**src/nco_params.svh**
```systemverilog
// Constants for the phase-modulated NCO core
`ifndef NCO_PARAMS_SVH
`define NCO_PARAMS_SVH

`define NCO_ACC_W        32
`define NCO_PHASE_W      12
`define NCO_AMP_W        10
`define NCO_DATA_W       16
`define NCO_ADDR_W       3
`define NCO_FIFO_DEPTH   32
`define NCO_LATENCY      6
`define NCO_ACC_RESET    32'h0000_0000
`define NCO_MIDSCALE     10'h200
`define NCO_NEG_BASE     10'h1FF
`define NCO_SINE_GAIN    40'h00_0000_1FF0
`define NCO_HALF_SPAN    40'h00_0000_0800
`define NCO_BHASKARA_DEN 40'h00_0140_0000
`define NCO_WARM_MAX     3'h7

`endif

```
**src/nco_pkg.sv**
```systemverilog
// Types shared by the NCO core and its write queue
package nco_pkg;

	typedef enum logic [2:0] {
		DEST_A_LO   = 3'h0,
		DEST_A_HI   = 3'h1,
		DEST_B_LO   = 3'h2,
		DEST_B_HI   = 3'h3,
		DEST_PHASE0 = 3'h4,
		DEST_PHASE1 = 3'h5,
		DEST_PHASE2 = 3'h6,
		DEST_PHASE3 = 3'h7
	} dest_t;

	typedef struct packed {
		dest_t       dest;
		logic [15:0] data;
	} write_entry_t;

endpackage

```
**src/write_req_if.sv**
```systemverilog
// Valid/ready carrier between the core and its write queue
`timescale 1ns/1ps
interface write_req_if #(
	parameter int WIDTH = 19
);
	logic [WIDTH-1:0] push_data;
	logic             push_valid;
	logic             push_ready;
	logic [WIDTH-1:0] pop_data;
	logic             pop_valid;
	logic             pop_ready;

	modport queue (
		input  push_data,
		input  push_valid,
		output push_ready,
		output pop_data,
		output pop_valid,
		input  pop_ready
	);

	modport user (
		output push_data,
		output push_valid,
		input  push_ready,
		input  pop_data,
		input  pop_valid,
		output pop_ready
	);
endinterface

```
**src/dds_nco_phase_modulator.sv**
```systemverilog
// NCO core: write port, phase accumulator, phase offset and sine table
//
// Summary of operation
// RULE_01 - Two 32-bit steps, select picks one
// RULE_02 - Four 12-bit offsets chosen by two selects
// RULE_03 - Address 0-3 freq halves, 4-7 offsets
// RULE_04 - Offset writes keep data bits 11..0
// RULE_05 - Data bit 15 is half-word MSB
// RULE_06 - 32-bit accumulator wraps naturally
// RULE_07 - Accumulator adds selected step each cycle
// RULE_08 - Step changes never disturb accumulator value
// RULE_09 - Offset added to accumulator top bits
// RULE_10 - Top 12 phase bits address sine table
// RULE_11 - Table yields 10-bit amplitude code
// RULE_12 - Write reaches register after strobe rise
// RULE_13 - Selects sampled only on clock edges
// RULE_14 - Six cycles from select to amplitude
// RULE_15 - Clear zeroes accumulator, registers kept
// RULE_16 - Strobe rise latches into holding stage
// RULE_17 - Offset-binary amplitude, zero phase midscale
`timescale 1ns/1ps
`include "nco_params.svh"
module dds_nco_phase_modulator
	import nco_pkg::*;
#(
	parameter int FIFO_DEPTH = `NCO_FIFO_DEPTH
) (
	input  wire logic                   ref_clk_i,
	input  wire logic                   rst_i,
	input  wire logic                   accum_clear_n_i,
	input  wire logic                   wr_strobe_n_i,
	input  wire logic [`NCO_ADDR_W-1:0] reg_select_addr_i,
	input  wire logic [`NCO_DATA_W-1:0] host_data_bus_i,
	input  wire logic                   commit_hold_i,
	input  wire logic                   freq_word_select_i,
	input  wire logic                   phase_index_low_i,
	input  wire logic                   phase_index_high_i,
	output logic      [`NCO_AMP_W-1:0]  amplitude_o,
	output logic                        wr_ready_o
);
	localparam int EW = $bits(write_entry_t);

	write_req_if #(.WIDTH(EW)) wq ();

	logic                    strobe_prev_reg;
	logic                    strobe_rise;
	logic                    hold_valid_reg;
	write_entry_t            hold_reg;
	write_entry_t            commit_entry;
	logic                    commit_fire;
	logic [`NCO_ACC_W-1:0]   word_a_reg;
	logic [`NCO_ACC_W-1:0]   word_b_reg;
	logic [`NCO_PHASE_W-1:0] phase_off_reg [4];
	logic [`NCO_ACC_W-1:0]   step_reg;
	logic [`NCO_PHASE_W-1:0] off_sel_reg;
	logic [`NCO_PHASE_W-1:0] off_d_reg;
	logic [`NCO_ACC_W-1:0]   acc_reg;
	logic [`NCO_PHASE_W-1:0] sum_reg;
	logic [`NCO_PHASE_W-1:0] lut_addr_reg;
	logic [`NCO_AMP_W-1:0]   rom_data_reg;
	logic [2:0]              warm_reg;

	// Sine of a 12-bit phase, offset binary; rational fit avoids a 4096-entry ROM
	function automatic logic [`NCO_AMP_W-1:0] sine_code(
		input logic [`NCO_PHASE_W-1:0] ph
	);
		logic [39:0] h;
		logic [39:0] t;
		logic [39:0] den;
		logic [39:0] amp;
		h   = 40'(ph[`NCO_PHASE_W-2:0]);
		t   = h * (`NCO_HALF_SPAN - h);
		den = `NCO_BHASKARA_DEN - (t << 2);
		amp = (t * `NCO_SINE_GAIN + (den >> 1)) / den;
		if (ph[`NCO_PHASE_W-1]) begin
			sine_code = `NCO_NEG_BASE - amp[`NCO_AMP_W-1:0];
		end else begin
			sine_code = `NCO_MIDSCALE + amp[`NCO_AMP_W-1:0];
		end
	endfunction

	// Phase adder is modulo 2^12 so the offset wraps with the cycle
	function automatic logic [`NCO_PHASE_W-1:0] phase_add(
		input logic [`NCO_ACC_W-1:0]   acc,
		input logic [`NCO_PHASE_W-1:0] off
	);
		phase_add = acc[`NCO_ACC_W-1 -: `NCO_PHASE_W] + off;
	endfunction

	// Host strobe edge into the holding stage
	assign strobe_rise = wr_strobe_n_i && !strobe_prev_reg;

	always_ff @(posedge ref_clk_i) begin
		if (rst_i) begin
			strobe_prev_reg <= 1'b1;
		end else begin
			strobe_prev_reg <= wr_strobe_n_i;
		end
	end

	// A new rise overwrites a stalled entry; wr_ready_o warns the host first
	always_ff @(posedge ref_clk_i) begin
		if (rst_i) begin
			hold_valid_reg <= 1'b0;
			hold_reg       <= '0;
		end else if (strobe_rise) begin
			hold_valid_reg <= 1'b1; // RULE_16
			hold_reg       <= {dest_t'(reg_select_addr_i), host_data_bus_i}; // RULE_16
		end else if (wq.push_ready) begin
			hold_valid_reg <= 1'b0;
		end
	end

	assign wq.push_valid = hold_valid_reg;
	assign wq.push_data  = hold_reg;
	assign wq.pop_ready  = !commit_hold_i;
	assign commit_entry  = write_entry_t'(wq.pop_data);
	assign commit_fire   = wq.pop_valid && !commit_hold_i;

	write_fifo #(
		.WIDTH(EW),
		.DEPTH(FIFO_DEPTH)
	) u_write_fifo (
		.ref_clk_i(ref_clk_i),
		.rst_i    (rst_i),
		.q        (wq)
	);

	always_ff @(posedge ref_clk_i) begin
		if (rst_i) begin
			wr_ready_o <= 1'b0;
		end else begin
			wr_ready_o <= wq.push_ready && !hold_valid_reg;
		end
	end

	// Destination decode; registers keep contents through reset
	always_ff @(posedge ref_clk_i) begin
		if (commit_fire) begin // RULE_12
			if (commit_entry.dest == DEST_A_LO) begin // RULE_03
				word_a_reg[15:0] <= commit_entry.data; // RULE_05
			end else if (commit_entry.dest == DEST_A_HI) begin
				word_a_reg[31:16] <= commit_entry.data; // RULE_05
			end else if (commit_entry.dest == DEST_B_LO) begin
				word_b_reg[15:0] <= commit_entry.data;
			end else if (commit_entry.dest == DEST_B_HI) begin
				word_b_reg[31:16] <= commit_entry.data;
			end else begin
				phase_off_reg[commit_entry.dest[1:0]] <=
					commit_entry.data[`NCO_PHASE_W-1:0]; // RULE_04
			end
		end
	end

	// Selects sampled on the edge, then pipelined to stay aligned
	always_ff @(posedge ref_clk_i) begin
		if (rst_i) begin
			step_reg    <= `NCO_ACC_RESET;
			off_sel_reg <= '0;
			off_d_reg   <= '0;
		end else begin
			step_reg    <= freq_word_select_i ? word_b_reg : word_a_reg; // RULE_01 RULE_13
			off_sel_reg <= phase_off_reg[{phase_index_high_i, phase_index_low_i}]; // RULE_02
			off_d_reg   <= off_sel_reg;
		end
	end

	// Only the step feeds in, so switching keeps phase continuous
	always_ff @(posedge ref_clk_i) begin
		if (rst_i || !accum_clear_n_i) begin
			acc_reg <= `NCO_ACC_RESET; // RULE_15
		end else begin
			acc_reg <= acc_reg + step_reg; // RULE_06 RULE_07 RULE_08
		end
	end

	always_ff @(posedge ref_clk_i) begin
		if (rst_i) begin
			sum_reg      <= '0;
			lut_addr_reg <= '0;
			rom_data_reg <= `NCO_MIDSCALE;
			amplitude_o  <= `NCO_MIDSCALE;
		end else begin
			sum_reg      <= phase_add(acc_reg, off_d_reg); // RULE_09
			lut_addr_reg <= sum_reg; // RULE_10
			rom_data_reg <= sine_code(lut_addr_reg); // RULE_11 RULE_17
			amplitude_o  <= rom_data_reg; // RULE_14
		end
	end

	// Helper for assertions: pipeline history valid after reset
	// Clear restarts it; registers may be unwritten until the first clear ends
	always_ff @(posedge ref_clk_i) begin
		if (rst_i || !accum_clear_n_i) begin
			warm_reg <= '0;
		end else if (warm_reg != `NCO_WARM_MAX) begin
			warm_reg <= warm_reg + 1'b1;
		end
	end

	AST_STEP_SELECT: assert property ( // RULE_01
		@(posedge ref_clk_i) disable iff (rst_i)
		warm_reg == `NCO_WARM_MAX |-> step_reg ==
			($past(freq_word_select_i) ? $past(word_b_reg) : $past(word_a_reg)))
		else $error("step word does not follow frequency select");

	AST_OFFSET_SELECT: assert property ( // RULE_02
		@(posedge ref_clk_i) disable iff (rst_i)
		warm_reg == `NCO_WARM_MAX |-> off_sel_reg ==
			$past(phase_off_reg[{phase_index_high_i, phase_index_low_i}]))
		else $error("phase offset does not follow phase index");

	AST_FREQ_HIGH_HALF: assert property ( // RULE_03
		@(posedge ref_clk_i) disable iff (rst_i)
		commit_fire && commit_entry.dest == DEST_B_HI |=>
			word_b_reg[31:16] == $past(commit_entry.data) &&
			$stable(word_a_reg))
		else $error("high half of second step word misrouted");

	AST_PHASE_LOW_BITS: assert property ( // RULE_04
		@(posedge ref_clk_i) disable iff (rst_i)
		commit_fire && commit_entry.dest == DEST_PHASE2 |=>
			phase_off_reg[2] == $past(commit_entry.data[`NCO_PHASE_W-1:0]))
		else $error("phase offset write lost its low twelve bits");

	AST_ACC_ADVANCE: assert property ( // RULE_07
		@(posedge ref_clk_i) disable iff (rst_i)
		warm_reg == `NCO_WARM_MAX && accum_clear_n_i |=>
			acc_reg == $past(acc_reg) + $past(step_reg))
		else $error("accumulator did not add the step");

	AST_ACC_CLEAR: assert property ( // RULE_15
		@(posedge ref_clk_i) disable iff (rst_i)
		!accum_clear_n_i ##1 accum_clear_n_i |->
			acc_reg == `NCO_ACC_RESET && $stable(word_a_reg))
		else $error("clear did not zero only the accumulator");

	AST_PHASE_SUM: assert property ( // RULE_09
		@(posedge ref_clk_i) disable iff (rst_i)
		warm_reg == `NCO_WARM_MAX |-> sum_reg ==
			$past(acc_reg[`NCO_ACC_W-1 -: `NCO_PHASE_W]) + $past(off_d_reg))
		else $error("offset not added to accumulator top bits");

	AST_OUTPUT_LATENCY: assert property ( // RULE_14
		@(posedge ref_clk_i) disable iff (rst_i)
		warm_reg == `NCO_WARM_MAX |-> amplitude_o == sine_code($past(sum_reg, 3)))
		else $error("amplitude not aligned with phase pipeline");

	AST_STROBE_CAPTURE: assert property ( // RULE_16
		@(posedge ref_clk_i) disable iff (rst_i)
		strobe_rise |=> hold_valid_reg &&
			hold_reg == $past({reg_select_addr_i, host_data_bus_i}))
		else $error("strobe edge did not latch address and data");

	AST_MIDSCALE_ZERO: assert property ( // RULE_17
		@(posedge ref_clk_i) disable iff (rst_i)
		lut_addr_reg == '0 |=> rom_data_reg == `NCO_MIDSCALE)
		else $error("zero phase did not give midscale");

	// Write path, accumulator and table address edge cases
	AST_FREQ_LOW_HALF: assert property ( // RULE_05
		@(posedge ref_clk_i) disable iff (rst_i)
		commit_fire && commit_entry.dest == DEST_A_LO |=>
			word_a_reg[15:0] == $past(commit_entry.data))
		else $error("low half of first step word misrouted");

	AST_OFFSET_COMMIT: assert property ( // RULE_03
		@(posedge ref_clk_i) disable iff (rst_i)
		commit_fire && commit_entry.dest == DEST_PHASE0 |=>
			phase_off_reg[0] == $past(commit_entry.data[`NCO_PHASE_W-1:0]))
		else $error("write to first phase offset misrouted");

	AST_ACC_WRAP: assert property ( // RULE_06
		@(posedge ref_clk_i) disable iff (rst_i)
		warm_reg == `NCO_WARM_MAX && accum_clear_n_i && acc_reg > ~step_reg |=>
			acc_reg < $past(acc_reg))
		else $error("accumulator did not wrap past full scale");

	AST_STEP_SWITCH: assert property ( // RULE_08
		@(posedge ref_clk_i) disable iff (rst_i)
		warm_reg == `NCO_WARM_MAX && accum_clear_n_i && $changed(step_reg) |=>
			acc_reg == $past(acc_reg) + $past(step_reg))
		else $error("step change disturbed the accumulator");

	AST_STEP_STEADY: assert property ( // RULE_13
		@(posedge ref_clk_i) disable iff (rst_i)
		warm_reg == `NCO_WARM_MAX && $stable(freq_word_select_i) &&
			$stable(word_a_reg) && $stable(word_b_reg) |=> $stable(step_reg))
		else $error("step word moved without a sampled change");

	AST_TABLE_ADDR: assert property ( // RULE_10
		@(posedge ref_clk_i) disable iff (rst_i)
		warm_reg == `NCO_WARM_MAX |-> lut_addr_reg == $past(sum_reg))
		else $error("table address is not the truncated phase");

	AST_HOLD_DRAIN: assert property ( // RULE_12
		@(posedge ref_clk_i) disable iff (rst_i)
		hold_valid_reg && wq.push_ready && !strobe_rise |=> !hold_valid_reg)
		else $error("held write did not move on toward its register");

	AST_READY_WARNS: assert property ( // RULE_16
		@(posedge ref_clk_i) disable iff (rst_i)
		hold_valid_reg || !wq.push_ready |=> !wr_ready_o)
		else $error("write ready shown while the holding stage is busy");

	AST_CLEAR_LEVEL: assert property ( // RULE_15
		@(posedge ref_clk_i) disable iff (rst_i)
		!accum_clear_n_i |=> acc_reg == `NCO_ACC_RESET)
		else $error("accumulator not held at zero while clear is low");
endmodule

```
**src/write_fifo.sv**
```systemverilog
// Parameterised FIFO with registered read data
`timescale 1ns/1ps
module write_fifo #(
	parameter int WIDTH = 19,
	parameter int DEPTH = 32
) (
	input wire logic   ref_clk_i,
	input wire logic   rst_i,
	write_req_if.queue q
);
	localparam int AW = $clog2(DEPTH);

	logic [WIDTH-1:0] mem [DEPTH];
	logic [AW-1:0]    wr_ptr_reg;
	logic [AW-1:0]    rd_ptr_reg;
	logic [AW:0]      count_reg;
	logic [AW:0]      count_next;
	logic             full_reg;
	logic             out_valid_reg;
	logic [WIDTH-1:0] out_data_reg;
	logic             push_fire;
	logic             mem_rd;

	assign push_fire    = q.push_valid && !full_reg;
	// Out stage refills whenever empty or being taken
	assign mem_rd       = (count_reg != '0) && (!out_valid_reg || q.pop_ready);
	assign q.push_ready = !full_reg;
	assign q.pop_valid  = out_valid_reg;
	assign q.pop_data   = out_data_reg;

	always_comb begin
		count_next = count_reg;
		if (push_fire && !mem_rd) begin
			count_next = count_reg + 1'b1;
		end else if (!push_fire && mem_rd) begin
			count_next = count_reg - 1'b1;
		end
	end

	always_ff @(posedge ref_clk_i) begin
		if (push_fire) begin
			mem[wr_ptr_reg] <= q.push_data;
		end
	end

	always_ff @(posedge ref_clk_i) begin
		if (rst_i) begin
			wr_ptr_reg <= '0;
			rd_ptr_reg <= '0;
			count_reg  <= '0;
			full_reg   <= 1'b0;
		end else begin
			if (push_fire) begin
				wr_ptr_reg <= wr_ptr_reg + 1'b1;
			end
			if (mem_rd) begin
				rd_ptr_reg <= rd_ptr_reg + 1'b1;
			end
			count_reg <= count_next;
			full_reg  <= (count_next == (AW+1)'(DEPTH));
		end
	end

	always_ff @(posedge ref_clk_i) begin
		if (rst_i) begin
			out_valid_reg <= 1'b0;
			out_data_reg  <= '0;
		end else if (mem_rd) begin
			out_valid_reg <= 1'b1;
			out_data_reg  <= mem[rd_ptr_reg];
		end else if (q.pop_ready) begin
			out_valid_reg <= 1'b0;
		end
	end
endmodule

```
**config.mk**
```make
export PLATFORM = sky130hd
export DESIGN_NAME = dds_nco_phase_modulator
export DESIGN_NICKNAME = d
export VERILOG_FILES = /design/src/nco_pkg.sv /design/src/write_req_if.sv /design/src/dds_nco_phase_modulator.sv /design/src/write_fifo.sv
export VERILOG_INCLUDE_DIRS = /design/src /design/src/src
export SDC_FILE = /design/constraint.sdc
export NUM_CORES = 2
export LEC_CHECK = 0
export ABC_CLOCK_PERIOD_IN_PS = 136000
export BUFFER_PORTS_ARGS = -buffer_cell sky130_fd_sc_hd__buf_2
export CAP_MARGIN = 5
export CORE_MARGIN = 10
export CORE_UTILIZATION = 30
export CTS_BUF_LIST = sky130_fd_sc_hd__clkbuf_4 sky130_fd_sc_hd__clkbuf_8
export DETAILED_ROUTE_END_ITERATION = 6
export HOLD_SLACK_MARGIN = 0.03
export SKIP_LAST_GASP = 1
export SYNTH_ARGS = -nofsm -noshare
export SYNTH_HDL_FRONTEND = slang
export SYNTH_SLANG_ARGS = --single-unit
```
**constraint.sdc**
```tcl
create_clock -name ref_clk_i -period 136 [get_ports ref_clk_i]
set_input_delay 27.2 -clock ref_clk_i [delete_from_list [all_inputs] [get_ports ref_clk_i]]
set_output_delay 27.2 -clock ref_clk_i [all_outputs]
set_load 0.03 [all_outputs]
```
==> results.json <==
{
  "reg2reg_from": "lut_addr_reg[6]",
  "yosys_warnings": 0,
  "syn_inst": 11300,
  "cts_tree": "done",
  "worst_hold_path.endpoint": "amplitude_o[9]",
  "cts.sinks": 911,
  "synth_area_leaders": "edfxtp_1 (22%), ha_1 (12%), xnor2_1 (6.5%), a21oi_1 (6.1%), mux4_2 (4.6%)",
  "antenna_found_initial": 8,
  "synth_edf_count": 720,
  "synth_cell_type_count": 143,
  "gp_congestion": 1.02,
  "core-area_um2": 331000,
  "worstSkewPairLatency_ns": 0.81,
  "synth_flop_cell": "edfxtp_1",
  "cts_root_buf": "clkbuf_8",
  "die_x_um": 597,
  "cap_violations": 0,
  "relSlewSlack": -0.304,
  "fin_crit_sh": 0.960,
  "max_freq_mhz": 7.66,
  "crit_path_end_kind": "flop",
  "num_vias": 93600,
  "fillers": 33300,
  "slew_violations": 20,
  "final_cell_count_no_fill": 17800,
  "syn2layout_area_growth_pct": 27.7,
  "grt_pass1_wl_um": 515000,
  "r2r.worst_path.cells": 778,
  "holdPathStages": 1,
  "fp.dieH_um": 597,
  "wl_per_cell_um": 19.0,
  "hold_violations": 0,
  "reg2reg_to": "rom_data_reg[0]",
  "hold_class": "reg -> reg",
  "max_stage_delay_ns": 0.60,
  "tns_ns": 0,
  "grt_pass1_vias": 89500,
  "postRouteAntennaNets": 0,
  "syn_avg_cell_area_um2": 8.85,
  "required_ns": 136.63,
  "firstDrtPassIters": 6,
  "crit_top_cell": "a21o_1",
  "synth_seq_area_share": 0.255,
  "synth_area_um2": 100000,
  "htreeDepth": 4,
  "grt-ovfl-total": 0,
  "ctsLongestPathBuffers": 3,
  "async_reset_ff_frac": 0,
  "initial_core_util": 0.302,
  "violations": "max-slew violations",
  "drc": 0,
  "setup_viol": 0,
  "worstSetupPathType": "reg -> reg",
  "rsz0062_at_grt": "true",
  "drive_gt1_frac": 0.269,
  "status": "complete, but fails checks",
  "rows": 211,
  "vias_per_cell": 5.25,
  "num_io_pins": 38,
  "r2r_slack_ns": 5.47,
  "largest_reg_flops": 608,
  "wirelength_um": 339000,
  "dieArea_um2": 357000,
  "io_buffers": 37,
  "synth_most_common_cell": "a21oi_1",
  "holdCritStartpoint": "rom_data_reg[9]",
  "numCtsBuffers": 135,
  "synth_seq_cells": 911,
  "dp.cells": 17400,
  "clk_pin_slew_ns": 0.06,
  "cp-start-kind": "flop",
  "yosysTopAreaCell": "edfxtp_1",
  "grt_max_degree": 89,
  "grtUsageTotal": 0.179,
  "min_period_ns": 130.53,
  "skew_ns": 0.0514,
  "arrival_ns": 131.16,
  "nets": 14600,
  "synth.top_cell.area_share": 0.216,
  "place_hpwl_um": 260000,
  "cp_max_fo": 44,
  "drt_iter0_drc": 7115,
  "synth_common_cells": "a21oi_1 (1217), nor2_1 (1116), ha_1 (980)",
  "worstMarginPinSlew_ns": 1.95,
  "crit_slowest_cell": "or4_4"
}
what timing repair did:
action	4_1_cts	5_1_grt
cloned	0	7
buffers inserted	3	143
pin swaps	4	397
gates resized for setup	41	646
setup endpoints to repair	1	3
hold buffers	0	0
layer usage:
layer | track usage | up-vias | routed length (um)
met1 | 0.231 | 44500 | 146000
met5 | 0 | - | 28
met4 | 0.0778 | 6 | 17600
met2 | 0.299 | 2678 | 156000
li1 | - | 45800 | -
met3 | 0.0235 | 699 | 18500
area by class of cell:
cell class	instances	area, um^2	area share
Clock buffer	198	2410	0.0189
Sequential cell	911	25500	0.200
Timing Repair Buffer	2299	17500	0.138
Tap cell	4366	5460	0.0428
Multi-Input combinational cell	9344	73800	0.578
Clock inverter	45	415	0.00326
Antenna cell	4	10.0	0.0000784
Inverter	673	2530	0.0199
cell usage in the layout, fill, tap and decap left out, types with 105 or more instances in the layout:
cell,count
buf_4,2219
a21oi_1,1041
nor2_1,1034
ha_1,951
edfxtp_1,720
xnor2_1,713
inv_1,639
nand2_1,600
a21o_1,416
o21ai_0,308
o21a_1,285
o21bai_1,266
nor3_1,261
xor2_1,235
nand3_1,210
nand2b_1,209
mux4_2,203
fa_1,196
dfxtp_1,186
nand4_1,180
a21oi_2,171
nor2b_1,168
o21ai_1,147
clkbuf_8,147
mux2i_1,105
worst max-delay path, delay by kind of cell (launching register included):
kind / cells / cell delay, ns
AO/OA/AOI/OAI: 551 / 86.04
XOR/XNOR: 21 / 3.23
adder cells (fa/ha/maj): 50 / 16.35
buffers and inverters: 56 / 7.39
flip-flops: 1 / 0.32
multiplexers: 5 / 1.45
AND/OR/NAND/NOR: 239 / 37.24
stage by stage:
step,utilization,instance area [um^2],worst slack (ns),hold WS (ns)
3_3_place_gp,0.365,121000,-0.716,0.406
6_report,0.385,128000,5.47,0.425
3_5_place_dp,0.365,121000,-1.31,0.402
4_1_cts,0.374,124000,0.00615,0.432
5_1_grt,0.385,128000,-3.01,0.437
2_1_floorplan,-,101000,0.00298,0.389
how the worst max path moves through the flow:
| stage | start | endpoint | slack, ns | cells after the start |
|---|---|---|---|---|
| after floorplan | lut_addr_reg[0] | rom_data_reg[0] | 0.003 | 1186 |
| after global placement | lut_addr_reg[0] | rom_data_reg[0] | -0.72 | 1186 |
| after detailed placement | lut_addr_reg[0] | rom_data_reg[0] | -1.31 | 950 |
| after CTS | lut_addr_reg[0] | rom_data_reg[0] | 0.006 | 924 |
| after global routing | lut_addr_reg[6] | rom_data_reg[0] | -3.01 | 916 |
| final | lut_addr_reg[6] | rom_data_reg[0] | 5.47 | 922 |
cells by family (layout without fill, tap and decap cells):
logic type / Yosys count / after routing / share of synthesized area
and+or+nand+nor: 3441 / 3442 / 0.171
AOI/OAI and AO/OA: 3275 / 3276 / 0.212
DFF: 911 / 911 / 0.255
muxes: 424 / 424 / 0.0694
xor gates and xnor gates: 995 / 995 / 0.0886
other: 2 / 28 / 0.0000751
adders and majority gates: 1183 / 1183 / 0.163
buffers and inverters: 1063 / 3215 / 0.0417
Power is not shown: default switching activity piles up to over one toggle a cycle in this logic, so the estimate is an artifact.
